`config.mk`:
```
export PLATFORM = sky130hd
export DESIGN_NAME = wsm_dev_flat
export DESIGN_NICKNAME = d
export VERILOG_FILES = /design/src/common/wsm_pkg.sv /design/src/common/wsm_if.sv /design/src/rtl/wsm_dev.sv /design/src/rtl/wsm_host.sv /design/src/flat_wrapper.sv
export SDC_FILE = /design/constraint.sdc
export NUM_CORES = 1
export LEC_CHECK = 0
export BUFFER_PORTS_ARGS = -buffer_cell sky130_fd_sc_hd__buf_2
export CAP_MARGIN = 20
export CORE_MARGIN = 5
export CORE_UTILIZATION = 65
export DETAILED_ROUTE_END_ITERATION = 8
export GPL_TIMING_DRIVEN = 0
export PLACE_DENSITY = 0.85
export SYNTH_ARGS = -nofsm -noshare
export SYNTH_HDL_FRONTEND = slang
export SYNTH_SLANG_ARGS = --single-unit
```
`constraint.sdc`:
```
create_clock -name I_REF_CLK -period 3.8 [get_ports I_REF_CLK]
set_input_delay 0 -clock I_REF_CLK [delete_from_list [all_inputs] [get_ports I_REF_CLK]]
set_output_delay 0 -clock I_REF_CLK [all_outputs]
set_load 0.01 [all_outputs]
```
`src/common/wsm_pkg.sv`:
```
// constants and types shared by both ends of the module link
package wsm_pkg;
  // ----------------------------------------------------------------
  // clock and time
  // ----------------------------------------------------------------
  localparam int CLK_HZ = 50_000_000;
  localparam int CNT_W = 28;
  localparam int DEF_GAP_S = 1;
  localparam int DEF_GAP_CYC = CLK_HZ * DEF_GAP_S;
  localparam int SLOW_BLINK_HZ = 1;
  localparam int FAST_BLINK_HZ = 10;
  localparam int SLOW_HALF_CYC = CLK_HZ / (2 * SLOW_BLINK_HZ);
  localparam int FAST_HALF_CYC = CLK_HZ / (2 * FAST_BLINK_HZ);
  localparam int DEB_MS = 10;
  localparam int DEB_CYC = (CLK_HZ / 1000) * DEB_MS;
  localparam int ABORT_S = 5;
  localparam int ABORT_CYC = CLK_HZ * ABORT_S;
  localparam int PULSE_MS = 100;
  localparam int PULSE_CYC = (CLK_HZ / 1000) * PULSE_MS;
  localparam int RST_HOLD_US = 10;
  localparam int RST_HOLD_CYC = (CLK_HZ / 1_000_000) * RST_HOLD_US;
  // ----------------------------------------------------------------
  // serial link
  // ----------------------------------------------------------------
  localparam int UART_BPS = 115_200;
  localparam int BIT_CYC = CLK_HZ / UART_BPS;
  localparam int BIT_W = 9;
  localparam int CFG_W = 8;
  localparam logic [7:0] CFG_DEFAULT = 8'h00;
  // ----------------------------------------------------------------
  // state types
  // ----------------------------------------------------------------
  typedef enum logic [2:0] {
    FR_ARM = 3'b000,
    FR_FALL1 = 3'b001,
    FR_RISE1 = 3'b010,
    FR_FALL2 = 3'b011,
    FR_RISE2 = 3'b100,
    FR_IDLE = 3'b101
  } wsm_fr_state_t;
  typedef enum logic [2:0] {
    HS_PWR = 3'b000,
    HS_SETTLE = 3'b001,
    HS_LOW1 = 3'b010,
    HS_HIGH1 = 3'b011,
    HS_LOW2 = 3'b100,
    HS_DONE = 3'b101
  } wsm_hs_state_t;
endpackage : wsm_pkg

```
`src/common/wsm_if.sv`:
```
// pin-level link between the host and the module
`timescale 1ns/1ps
`default_nettype none
interface wsm_if;
  logic rst_n;
  logic defaults_request_pin;
  logic status_blink_pin;
  logic link_up_pin;
  logic h2d_txd;
  logic d2h_txd;
  logic rts;
  logic cts;
  logic usb_attach;
  modport dev (
    input rst_n, defaults_request_pin, h2d_txd, cts,
    output status_blink_pin, link_up_pin, d2h_txd, rts, usb_attach
  );
  modport host (
    output rst_n, defaults_request_pin, h2d_txd, cts,
    input status_blink_pin, link_up_pin, d2h_txd, rts, usb_attach
  );
endinterface : wsm_if
`default_nettype wire

```
`src/rtl/wsm_dev.sv`:
```
// module end: status pins, defaults restore, flow-controlled serial
`timescale 1ns/1ps
`default_nettype none
// ------------------------------------------------------------------
// serial transmitter, 8N1
// ------------------------------------------------------------------
module wsm_uart_tx #(
  parameter int BIT_CYC = wsm_pkg::BIT_CYC
) (
  input wire logic i_clk,
  input wire logic i_rst,
  input wire logic [7:0] i_data,
  input wire logic i_valid,
  input wire logic i_hold,
  output logic o_ready,
  output logic o_txd
);
  import wsm_pkg::*;
  logic [9:0] sh_q;
  logic [3:0] nbit_q;
  logic [BIT_W-1:0] cnt_q;
  logic busy_q;
  // hold is checked only between bytes, a started frame always ends
  assign o_ready = !busy_q && !i_hold;
  assign o_txd = busy_q ? sh_q[0] : 1'b1;
  always_ff @(posedge i_clk) begin
    if (i_rst) begin
      busy_q <= 1'b0;
      sh_q <= 10'h3FF;
      nbit_q <= 4'h0;
      cnt_q <= '0;
    end else if (!busy_q) begin
      if (i_valid && o_ready) begin
        busy_q <= 1'b1;
        sh_q <= {1'b1, i_data, 1'b0};
        nbit_q <= 4'h0;
        cnt_q <= '0;
      end
    end else if (cnt_q == BIT_W'(BIT_CYC - 1)) begin
      cnt_q <= '0;
      sh_q <= {1'b1, sh_q[9:1]};
      nbit_q <= nbit_q + 4'h1;
      if (nbit_q == 4'h9) begin
        busy_q <= 1'b0;
      end
    end else begin
      cnt_q <= cnt_q + BIT_W'(1);
    end
  end
endmodule : wsm_uart_tx
// ------------------------------------------------------------------
// module end top
// ------------------------------------------------------------------
module wsm_dev #(
  parameter int DEB_CYC = wsm_pkg::DEB_CYC,
  parameter int GAP_CYC = wsm_pkg::DEF_GAP_CYC,
  parameter int ABORT_CYC = wsm_pkg::ABORT_CYC,
  parameter int SLOW_HALF_CYC = wsm_pkg::SLOW_HALF_CYC,
  parameter int FAST_HALF_CYC = wsm_pkg::FAST_HALF_CYC
) (
  input wire logic I_REF_CLK,
  input wire logic I_SYS_RST,
  wsm_if.dev LNK,
  input wire logic I_CONNECTED,
  input wire logic I_DISCOVERABLE,
  input wire logic I_CMD_MODE,
  input wire logic I_HCI_MODE,
  input wire logic I_USB_MODE,
  input wire logic I_CFG_WE,
  input wire logic [wsm_pkg::CFG_W-1:0] I_CFG_WDATA,
  output logic [wsm_pkg::CFG_W-1:0] O_CFG,
  output logic O_DEFAULTS_RESTORED,
  input wire logic [7:0] I_TX_DATA,
  input wire logic I_TX_VALID,
  output logic O_TX_READY,
  input wire logic I_RX_HOLD,
  output logic [7:0] O_RX_DATA,
  output logic O_RX_HCI_VALID,
  output logic O_RX_CMD_VALID,
  output logic O_IN_RESET
);
  import wsm_pkg::*;
  logic rst;
  logic deb_q;
  logic [CNT_W-1:0] deb_cnt_q;
  logic [CNT_W-1:0] t_q;
  logic [CNT_W-1:0] gap_q;
  logic deb_prev_q;
  logic rise;
  logic fall;
  wsm_fr_state_t fr_q;
  logic [CNT_W-1:0] blink_cnt_q;
  logic blink_q;
  logic [CNT_W-1:0] half;
  logic rx_valid;
  // either reset source puts the whole end in reset
  assign rst = I_SYS_RST || !LNK.rst_n;
  assign O_IN_RESET = rst;
  // ----------------------------------------------------------------
  // request pin debounce and sequence detector
  // ----------------------------------------------------------------
  always_ff @(posedge I_REF_CLK) begin
    if (rst) begin
      deb_q <= 1'b0;
      deb_cnt_q <= '0;
      deb_prev_q <= 1'b0;
    end else begin
      deb_prev_q <= deb_q;
      if (LNK.defaults_request_pin == deb_q) begin
        deb_cnt_q <= '0;
      end else if (deb_cnt_q == CNT_W'(DEB_CYC - 1)) begin
        deb_cnt_q <= '0;
        deb_q <= LNK.defaults_request_pin;
      end else begin
        deb_cnt_q <= deb_cnt_q + CNT_W'(1);
      end
    end
  end
  assign rise = deb_q && !deb_prev_q;
  assign fall = !deb_q && deb_prev_q;
  always_ff @(posedge I_REF_CLK) begin
    if (rst) begin
      fr_q <= FR_ARM;
      t_q <= '0;
      gap_q <= '0;
      O_DEFAULTS_RESTORED <= 1'b0;
    end else begin
      O_DEFAULTS_RESTORED <= 1'b0;
      t_q <= t_q + CNT_W'(1);
      gap_q <= gap_q + CNT_W'(1);
      case (fr_q)
        FR_ARM: begin
          // pin must already be high once debounce has settled
          if (t_q == CNT_W'(2 * DEB_CYC)) begin
            fr_q <= deb_q ? FR_FALL1 : FR_IDLE;
            t_q <= '0;
          end
        end
        FR_FALL1, FR_FALL2: begin
          if (t_q == CNT_W'(ABORT_CYC)) begin
            fr_q <= FR_IDLE;
          end else if (fall) begin
            fr_q <= (fr_q == FR_FALL1) ? FR_RISE1 : FR_RISE2;
            t_q <= '0;
          end
        end
        FR_RISE1: begin
          if (t_q == CNT_W'(ABORT_CYC)) begin
            fr_q <= FR_IDLE;
          end else if (rise) begin
            fr_q <= FR_FALL2;
            t_q <= '0;
            gap_q <= '0;
          end
        end
        FR_RISE2: begin
          if (t_q == CNT_W'(ABORT_CYC)) begin
            fr_q <= FR_IDLE;
          end else if (rise) begin
            fr_q <= FR_IDLE;
            // too early a second rise is a deviation, not a request
            O_DEFAULTS_RESTORED <= (gap_q >= CNT_W'(GAP_CYC));
          end
        end
        default: begin
          fr_q <= FR_IDLE;
        end
      endcase
    end
  end
  // restore beats a software write in the same cycle
  always_ff @(posedge I_REF_CLK) begin
    if (rst) begin
      O_CFG <= CFG_DEFAULT;
    end else if (O_DEFAULTS_RESTORED) begin
      O_CFG <= CFG_DEFAULT;
    end else if (I_CFG_WE) begin
      O_CFG <= I_CFG_WDATA;
    end
  end
  // ----------------------------------------------------------------
  // status pins
  // ----------------------------------------------------------------
  assign half = I_CMD_MODE ? CNT_W'(FAST_HALF_CYC)
                           : CNT_W'(SLOW_HALF_CYC);
  always_ff @(posedge I_REF_CLK) begin
    if (rst) begin
      blink_cnt_q <= '0;
      blink_q <= 1'b0;
    end else if (blink_cnt_q >= half - CNT_W'(1)) begin
      blink_cnt_q <= '0;
      blink_q <= !blink_q;
    end else begin
      blink_cnt_q <= blink_cnt_q + CNT_W'(1);
    end
  end
  always_ff @(posedge I_REF_CLK) begin
    if (rst) begin
      LNK.status_blink_pin <= 1'b0;
      LNK.link_up_pin <= 1'b0;
      LNK.usb_attach <= 1'b0;
    end else begin
      LNK.link_up_pin <= I_CONNECTED;
      if (I_CONNECTED) begin
        LNK.status_blink_pin <= 1'b1;
      end else if (I_CMD_MODE || I_DISCOVERABLE) begin
        LNK.status_blink_pin <= blink_q;
      end else begin
        LNK.status_blink_pin <= 1'b0;
      end
      LNK.usb_attach <= I_HCI_MODE && I_USB_MODE;
    end
  end
  // ----------------------------------------------------------------
  // serial link with flow control
  // ----------------------------------------------------------------
  always_ff @(posedge I_REF_CLK) begin
    if (rst) begin
      LNK.rts <= 1'b1;
    end else begin
      LNK.rts <= I_RX_HOLD;
    end
  end
  wsm_uart_tx #(.BIT_CYC(BIT_CYC)) u_tx (
    .i_clk(I_REF_CLK),
    .i_rst(rst),
    .i_data(I_TX_DATA),
    .i_valid(I_TX_VALID),
    .i_hold(LNK.cts),
    .o_ready(O_TX_READY),
    .o_txd(LNK.d2h_txd)
  );
  wsm_uart_rx #(.BIT_CYC(BIT_CYC)) u_rx (
    .i_clk(I_REF_CLK),
    .i_rst(rst),
    .i_rxd(LNK.h2d_txd),
    .o_data(O_RX_DATA),
    .o_valid(rx_valid)
  );
  // controller mode hands bytes straight to the host-side stack
  assign O_RX_HCI_VALID = rx_valid && I_HCI_MODE;
  assign O_RX_CMD_VALID = rx_valid && !I_HCI_MODE;
endmodule : wsm_dev
`default_nettype wire

```
`src/rtl/wsm_host.sv`:
```
// host end: module reset, defaults request, serial link, status
`timescale 1ns/1ps
`default_nettype none
// ------------------------------------------------------------------
// serial receiver, 8N1, mid-bit sampling
// ------------------------------------------------------------------
module wsm_uart_rx #(
  parameter int BIT_CYC = wsm_pkg::BIT_CYC
) (
  input wire logic i_clk,
  input wire logic i_rst,
  input wire logic i_rxd,
  output logic [7:0] o_data,
  output logic o_valid
);
  import wsm_pkg::*;
  logic [7:0] sh_q;
  logic [3:0] nbit_q;
  logic [BIT_W-1:0] cnt_q;
  logic busy_q;
  always_ff @(posedge i_clk) begin
    if (i_rst) begin
      busy_q <= 1'b0;
      sh_q <= 8'h00;
      nbit_q <= 4'h0;
      cnt_q <= '0;
      o_data <= 8'h00;
      o_valid <= 1'b0;
    end else begin
      o_valid <= 1'b0;
      if (!busy_q) begin
        if (!i_rxd) begin
          busy_q <= 1'b1;
          nbit_q <= 4'h0;
          cnt_q <= BIT_W'(BIT_CYC / 2);
        end
      end else if (cnt_q == BIT_W'(BIT_CYC - 1)) begin
        cnt_q <= '0;
        nbit_q <= nbit_q + 4'h1;
        if (nbit_q == 4'h0 && i_rxd) begin
          busy_q <= 1'b0; // glitch, not a start bit
        end else if (nbit_q == 4'h9) begin
          busy_q <= 1'b0;
          o_valid <= i_rxd; // framing error drops the byte
          o_data <= sh_q;
        end else if (nbit_q != 4'h0) begin
          sh_q <= {i_rxd, sh_q[7:1]};
        end
      end else begin
        cnt_q <= cnt_q + BIT_W'(1);
      end
    end
  end
endmodule : wsm_uart_rx

`default_nettype wire
```
`src/flat_wrapper.sv`:
```
// flat-port wrapper written by rule: the top's interface ports become plain ports
module wsm_dev_flat import wsm_pkg::*;
#(
  parameter int DEB_CYC = wsm_pkg::DEB_CYC,
  parameter int GAP_CYC = wsm_pkg::DEF_GAP_CYC,
  parameter int ABORT_CYC = wsm_pkg::ABORT_CYC,
  parameter int SLOW_HALF_CYC = wsm_pkg::SLOW_HALF_CYC,
  parameter int FAST_HALF_CYC = wsm_pkg::FAST_HALF_CYC
)
  (I_REF_CLK, I_SYS_RST, I_CONNECTED, I_DISCOVERABLE, I_CMD_MODE, I_HCI_MODE, I_USB_MODE, I_CFG_WE, I_CFG_WDATA, O_CFG, O_DEFAULTS_RESTORED, I_TX_DATA, I_TX_VALID, O_TX_READY, I_RX_HOLD, O_RX_DATA, O_RX_HCI_VALID, O_RX_CMD_VALID, O_IN_RESET, LNK_rst_n, LNK_defaults_request_pin, LNK_h2d_txd, LNK_cts, LNK_status_blink_pin, LNK_link_up_pin, LNK_d2h_txd, LNK_rts, LNK_usb_attach);
  wsm_if LNK_i ();
  input wire logic I_REF_CLK;
  input wire logic I_SYS_RST;
  input wire logic I_CONNECTED;
  input wire logic I_DISCOVERABLE;
  input wire logic I_CMD_MODE;
  input wire logic I_HCI_MODE;
  input wire logic I_USB_MODE;
  input wire logic I_CFG_WE;
  input wire logic [wsm_pkg::CFG_W-1:0] I_CFG_WDATA;
  output logic [wsm_pkg::CFG_W-1:0] O_CFG;
  output logic O_DEFAULTS_RESTORED;
  input wire logic [7:0] I_TX_DATA;
  input wire logic I_TX_VALID;
  output logic O_TX_READY;
  input wire logic I_RX_HOLD;
  output logic [7:0] O_RX_DATA;
  output logic O_RX_HCI_VALID;
  output logic O_RX_CMD_VALID;
  output logic O_IN_RESET;
  input wire logic [$bits(LNK_i.rst_n)-1:0] LNK_rst_n;
  input wire logic [$bits(LNK_i.defaults_request_pin)-1:0] LNK_defaults_request_pin;
  input wire logic [$bits(LNK_i.h2d_txd)-1:0] LNK_h2d_txd;
  input wire logic [$bits(LNK_i.cts)-1:0] LNK_cts;
  output wire logic [$bits(LNK_i.status_blink_pin)-1:0] LNK_status_blink_pin;
  output wire logic [$bits(LNK_i.link_up_pin)-1:0] LNK_link_up_pin;
  output wire logic [$bits(LNK_i.d2h_txd)-1:0] LNK_d2h_txd;
  output wire logic [$bits(LNK_i.rts)-1:0] LNK_rts;
  output wire logic [$bits(LNK_i.usb_attach)-1:0] LNK_usb_attach;
  assign LNK_i.rst_n = LNK_rst_n;
  assign LNK_i.defaults_request_pin = LNK_defaults_request_pin;
  assign LNK_i.h2d_txd = LNK_h2d_txd;
  assign LNK_i.cts = LNK_cts;
  assign LNK_status_blink_pin = LNK_i.status_blink_pin;
  assign LNK_link_up_pin = LNK_i.link_up_pin;
  assign LNK_d2h_txd = LNK_i.d2h_txd;
  assign LNK_rts = LNK_i.rts;
  assign LNK_usb_attach = LNK_i.usb_attach;
  wsm_dev #(.DEB_CYC(DEB_CYC), .GAP_CYC(GAP_CYC), .ABORT_CYC(ABORT_CYC), .SLOW_HALF_CYC(SLOW_HALF_CYC), .FAST_HALF_CYC(FAST_HALF_CYC)) u_core (.I_REF_CLK(I_REF_CLK), .I_SYS_RST(I_SYS_RST), .LNK(LNK_i), .I_CONNECTED(I_CONNECTED), .I_DISCOVERABLE(I_DISCOVERABLE), .I_CMD_MODE(I_CMD_MODE), .I_HCI_MODE(I_HCI_MODE), .I_USB_MODE(I_USB_MODE), .I_CFG_WE(I_CFG_WE), .I_CFG_WDATA(I_CFG_WDATA), .O_CFG(O_CFG), .O_DEFAULTS_RESTORED(O_DEFAULTS_RESTORED), .I_TX_DATA(I_TX_DATA), .I_TX_VALID(I_TX_VALID), .O_TX_READY(O_TX_READY), .I_RX_HOLD(I_RX_HOLD), .O_RX_DATA(O_RX_DATA), .O_RX_HCI_VALID(O_RX_HCI_VALID), .O_RX_CMD_VALID(O_RX_CMD_VALID), .O_IN_RESET(O_IN_RESET));
endmodule
```
==> run summary <==
Final setup viols = 0
Core ar. = 0.0131 mm2
Worst Path Buf+Inv = 3
Routed WL = 18000 um
Cell Area, Placed = 0.00915 mm2
CP Class = flip-flop to flip-flop
final worst path period share = 69.5%
Layout Nets = 1155
vias = 7264
Mapped Area = 0.00865 mm2
Clk Latency, worst-skew pair = 0.43 ns
met3 routed wirelength = 866 um
Max FO, Critical Path = 10
P per Cell Area = 392 mW/mm2
synth warn = 0
number of flops mapped to enable cells by yosys = 0
Layout Skew = 0.00779 ns
post-placement setup slack = 1.21 ns
Relative slew margins = 32.0%
Synth area leader = dfxtp_1
most instantiated cells after synthesis = dfxtp_1 (185), nor2_1 (169), xnor2_1 (65)
post-route ant nets = 0
Routed WL per cell = 14.0 um
RSZ-0062 raised after global routing = false
Min-Delay Path Class = input pin to flip-flop
starting density of the core = 65.9%
gp weighted congestion = 0.896
Num CTS Buffers = 17
CTS H-tree lvls = 4
Worst-path clk slew = 0.07 ns
count of pins over their slew limit = 0
Final Hold Vio Count = 0
# resized after CTS = 0
Root Driver = clkbuf_16
Fmax = 0.378 GHz
crit end category = flip-flop
most used cell, CP = clkbuf_1
IO Count = 56
Cells after Synth = 999
post-synth top area share = 42.8%
critical path's top delay family = compound AO/OA/AOI/OAI gates
IO buf count = 54
Worst VDD drop = 0.362 mV
CP max stage delay = 0.63 ns
worst path required time = 4.10 ns
vias in the first global route = 6751
status = completed
dpl hpwl = 12100 um
DIE WIDTH = 125 um
worst-path cell chain = inv_1 -> ha_1 -> nor4bb_1 -> and3_1 -> clkbuf_1 -> a21o_1 -> o21ai_1 -> clkbuf_1 -> nor2_1
GRT overflow = 0
initial antenna violation count = 0
count of different cell masters after synthesis = 64
row cnt = 42
CP max-delay cell = o21ai_1
die area = 0.0157 mm2
M1 wire length = 8180 um
Syn-to-layout area delta = 15.4%
Synth area leaders = dfxtp_1 (43%), nor2_1 (7.3%), xnor2_1 (6.6%)
Hold Path Stages = 5
layout cell share with drive strength beyond 1 = 10.3%
FILL cells = 935
setup TNS = 0 ns
count leader, synth = dfxtp_1
Critical Path AT = 2.95 ns
largest net degree at the start of global routing = 17
top_reg_cell synth = dfxtp_1
Min Clock Period, post-route = 2.64 ns
reg2reg start = u_core.t_q[0]$_SDFF_PP0_
Die Ht = 125 um
clock buffer depth = 2
Worst-Margin Slew = 1.01 ns
Final Worst Setup Slack = 1.16 ns
DRT Pass-1 Iters = 5
Seq cells post-synth = 185
1st-iter DRT viols = 589
hold_ws = 0.0542 ns
top layer used by detailed routing = met4
WHS Endpoint = u_core.u_tx.nbit_q[1]$_SDFFE_PP0P_
CP Launch Type = flip-flop
hold path start = I_TX_VALID
FF-to-FF End = u_core.gap_q[17]$_SDFF_PP0_
DRC viols = 0
Pleak = 3.54 nW
TritonCTS Sinks = 185
length of routed met2 wiring = 8610 um
Reg2Reg Setup Slack = 1.16 ns
DR vias/cell = 5.65
Seq/Total Area, Yosys = 42.8%
CTS tree = built
Max-cap violations = 0
Avg Synthesized Cell Area = 8.66 um2
first-pass GRT wire length = 31000 um
Register-to-Register Path Depth = 9
Synth async-reset ratio = 0%
GRT Util Overall = 23.1%
ant diodes = 0
Finished Cell Area = 0.00999 mm2
==> stage by stage <==
stage | total power (W) | cells | util (%)
after floorplan | 0.00209 | 1000 | -
after global placement | 0.00214 | 1230 | 69.6
after detailed placement | 0.00215 | 1230 | 69.6
after CTS | 0.00393 | 1286 | 76.0
after global routing | 0.00405 | 1286 | 76.0
final | 0.00391 | 1286 | 76.0
==> report_power, final <==
| group | internal, W | leakage, nW | switching [W] |
|---|---|---|---|
| clock network | 0.00104 | 0.289 | 0.000754 |
| registers | 0.00195 | 1.49 | 0.0000129 |
| logic | 0.0000648 | 1.76 | 0.0000926 |
==> registers in the layout, summed over array words and instances, names as in the netlist, 8 cells and up <==
register / flops
u_core.t_q: 28
u_core.gap_q: 28
u_core.deb_cnt_q: 28
u_core.u_rx.sh_q: 8
u_core.u_tx.sh_q: 9
u_core.blink_cnt_q: 28
u_core.O_CFG: 8
u_core.u_tx.cnt_q: 9
u_core.u_rx.o_data: 8
u_core.u_rx.cnt_q: 9
==> worst reg2reg max path: cells and delay by family, from the launching register on <==
family                     cells  cell delay, ns
DFF                            1            0.40
adders and majority gates      1            0.18
buffers and inverters          3            0.67
and+or+nand+nor                3            0.41
AOI/OAI and AO/OA              2            0.87
==> layout make-up <==
class / count / area, um2 / share of cell area (%)
Multi-Input combinational cell: 742 / 4660 / 46.6
Sequential cell: 185 / 3700 / 37.1
Timing Repair Buffer: 78 / 510 / 5.11
Clock buffer: 17 / 425 / 4.26
Tap cell: 176 / 220 / 2.20
Clock inverter: 15 / 176 / 1.77
Buffer: 39 / 166 / 1.67
Inverter: 34 / 128 / 1.28
==> worst max path at each step <==
stage                                           start                                 to  slack, ns  depth (start not counted)
global placement             u_core.t_q[0]$_SDFF_PP0_        u_core.gap_q[16]$_SDFF_PP0_       1.22                          9
finish                       u_core.t_q[0]$_SDFF_PP0_        u_core.gap_q[17]$_SDFF_PP0_       1.16                          9
global route                 u_core.t_q[0]$_SDFF_PP0_        u_core.gap_q[26]$_SDFF_PP0_       0.96                          9
floorplan           u_core.blink_cnt_q[25]$_SDFF_PP0_  u_core.blink_cnt_q[13]$_SDFF_PP0_       1.62                          6
CTS                          u_core.t_q[0]$_SDFF_PP0_        u_core.gap_q[19]$_SDFF_PP0_       1.21                          9
detailed placement           u_core.t_q[0]$_SDFF_PP0_        u_core.gap_q[19]$_SDFF_PP0_       1.21                          9
==> per-layer routing <==
layer	GRT usage (%)	up-vias
met3	4.95	25
met1	29.6	3387
met4	7.91	0
met5	0	-
met2	38.8	181
li1	-	3671
==> placed cells by master, fill, tap and decap left out, types with 17 or more instances in the layout <==
master / synthesis / routed
nand2_1: 59 / 59
ha_1: 28 / 28
inv_1: 33 / 33
xnor2_1: 65 / 65
nand4_1: 23 / 23
and3_1: 24 / 24
o21ai_0: 27 / 27
clkbuf_1: 33 / 33
clkbuf_16: 0 / 17
dlygate4sd3_1: 0 / 24
nand3_1: 54 / 54
mux2i_1: 28 / 28
nor3_1: 36 / 36
a21oi_1: 25 / 25
buf_2: 1 / 55
dfxtp_1: 185 / 185
nor4_1: 21 / 21
nor2_1: 169 / 169
xor2_1: 39 / 39
==> cells by family after synthesis <==
kind of cell / after synthesis / synth area share [%]
AOI/OAI and AO/OA: 103 / 7.91
xor gates and xnor gates: 104 / 10.5
adders and majority gates: 28 / 4.05
buffers and inverters: 73 / 3.40
DFF: 185 / 42.8
muxes: 29 / 3.37
other: 1 / 0.0433
and+or+nand+nor: 476 / 27.9
==> timing repair <==
item,in CTS,in global routing
hold buffers,24,0
setup buffers,0,0
endpoints found under the hold margin,23,0
No activity file was read; power rests on OpenSTA's default activity.
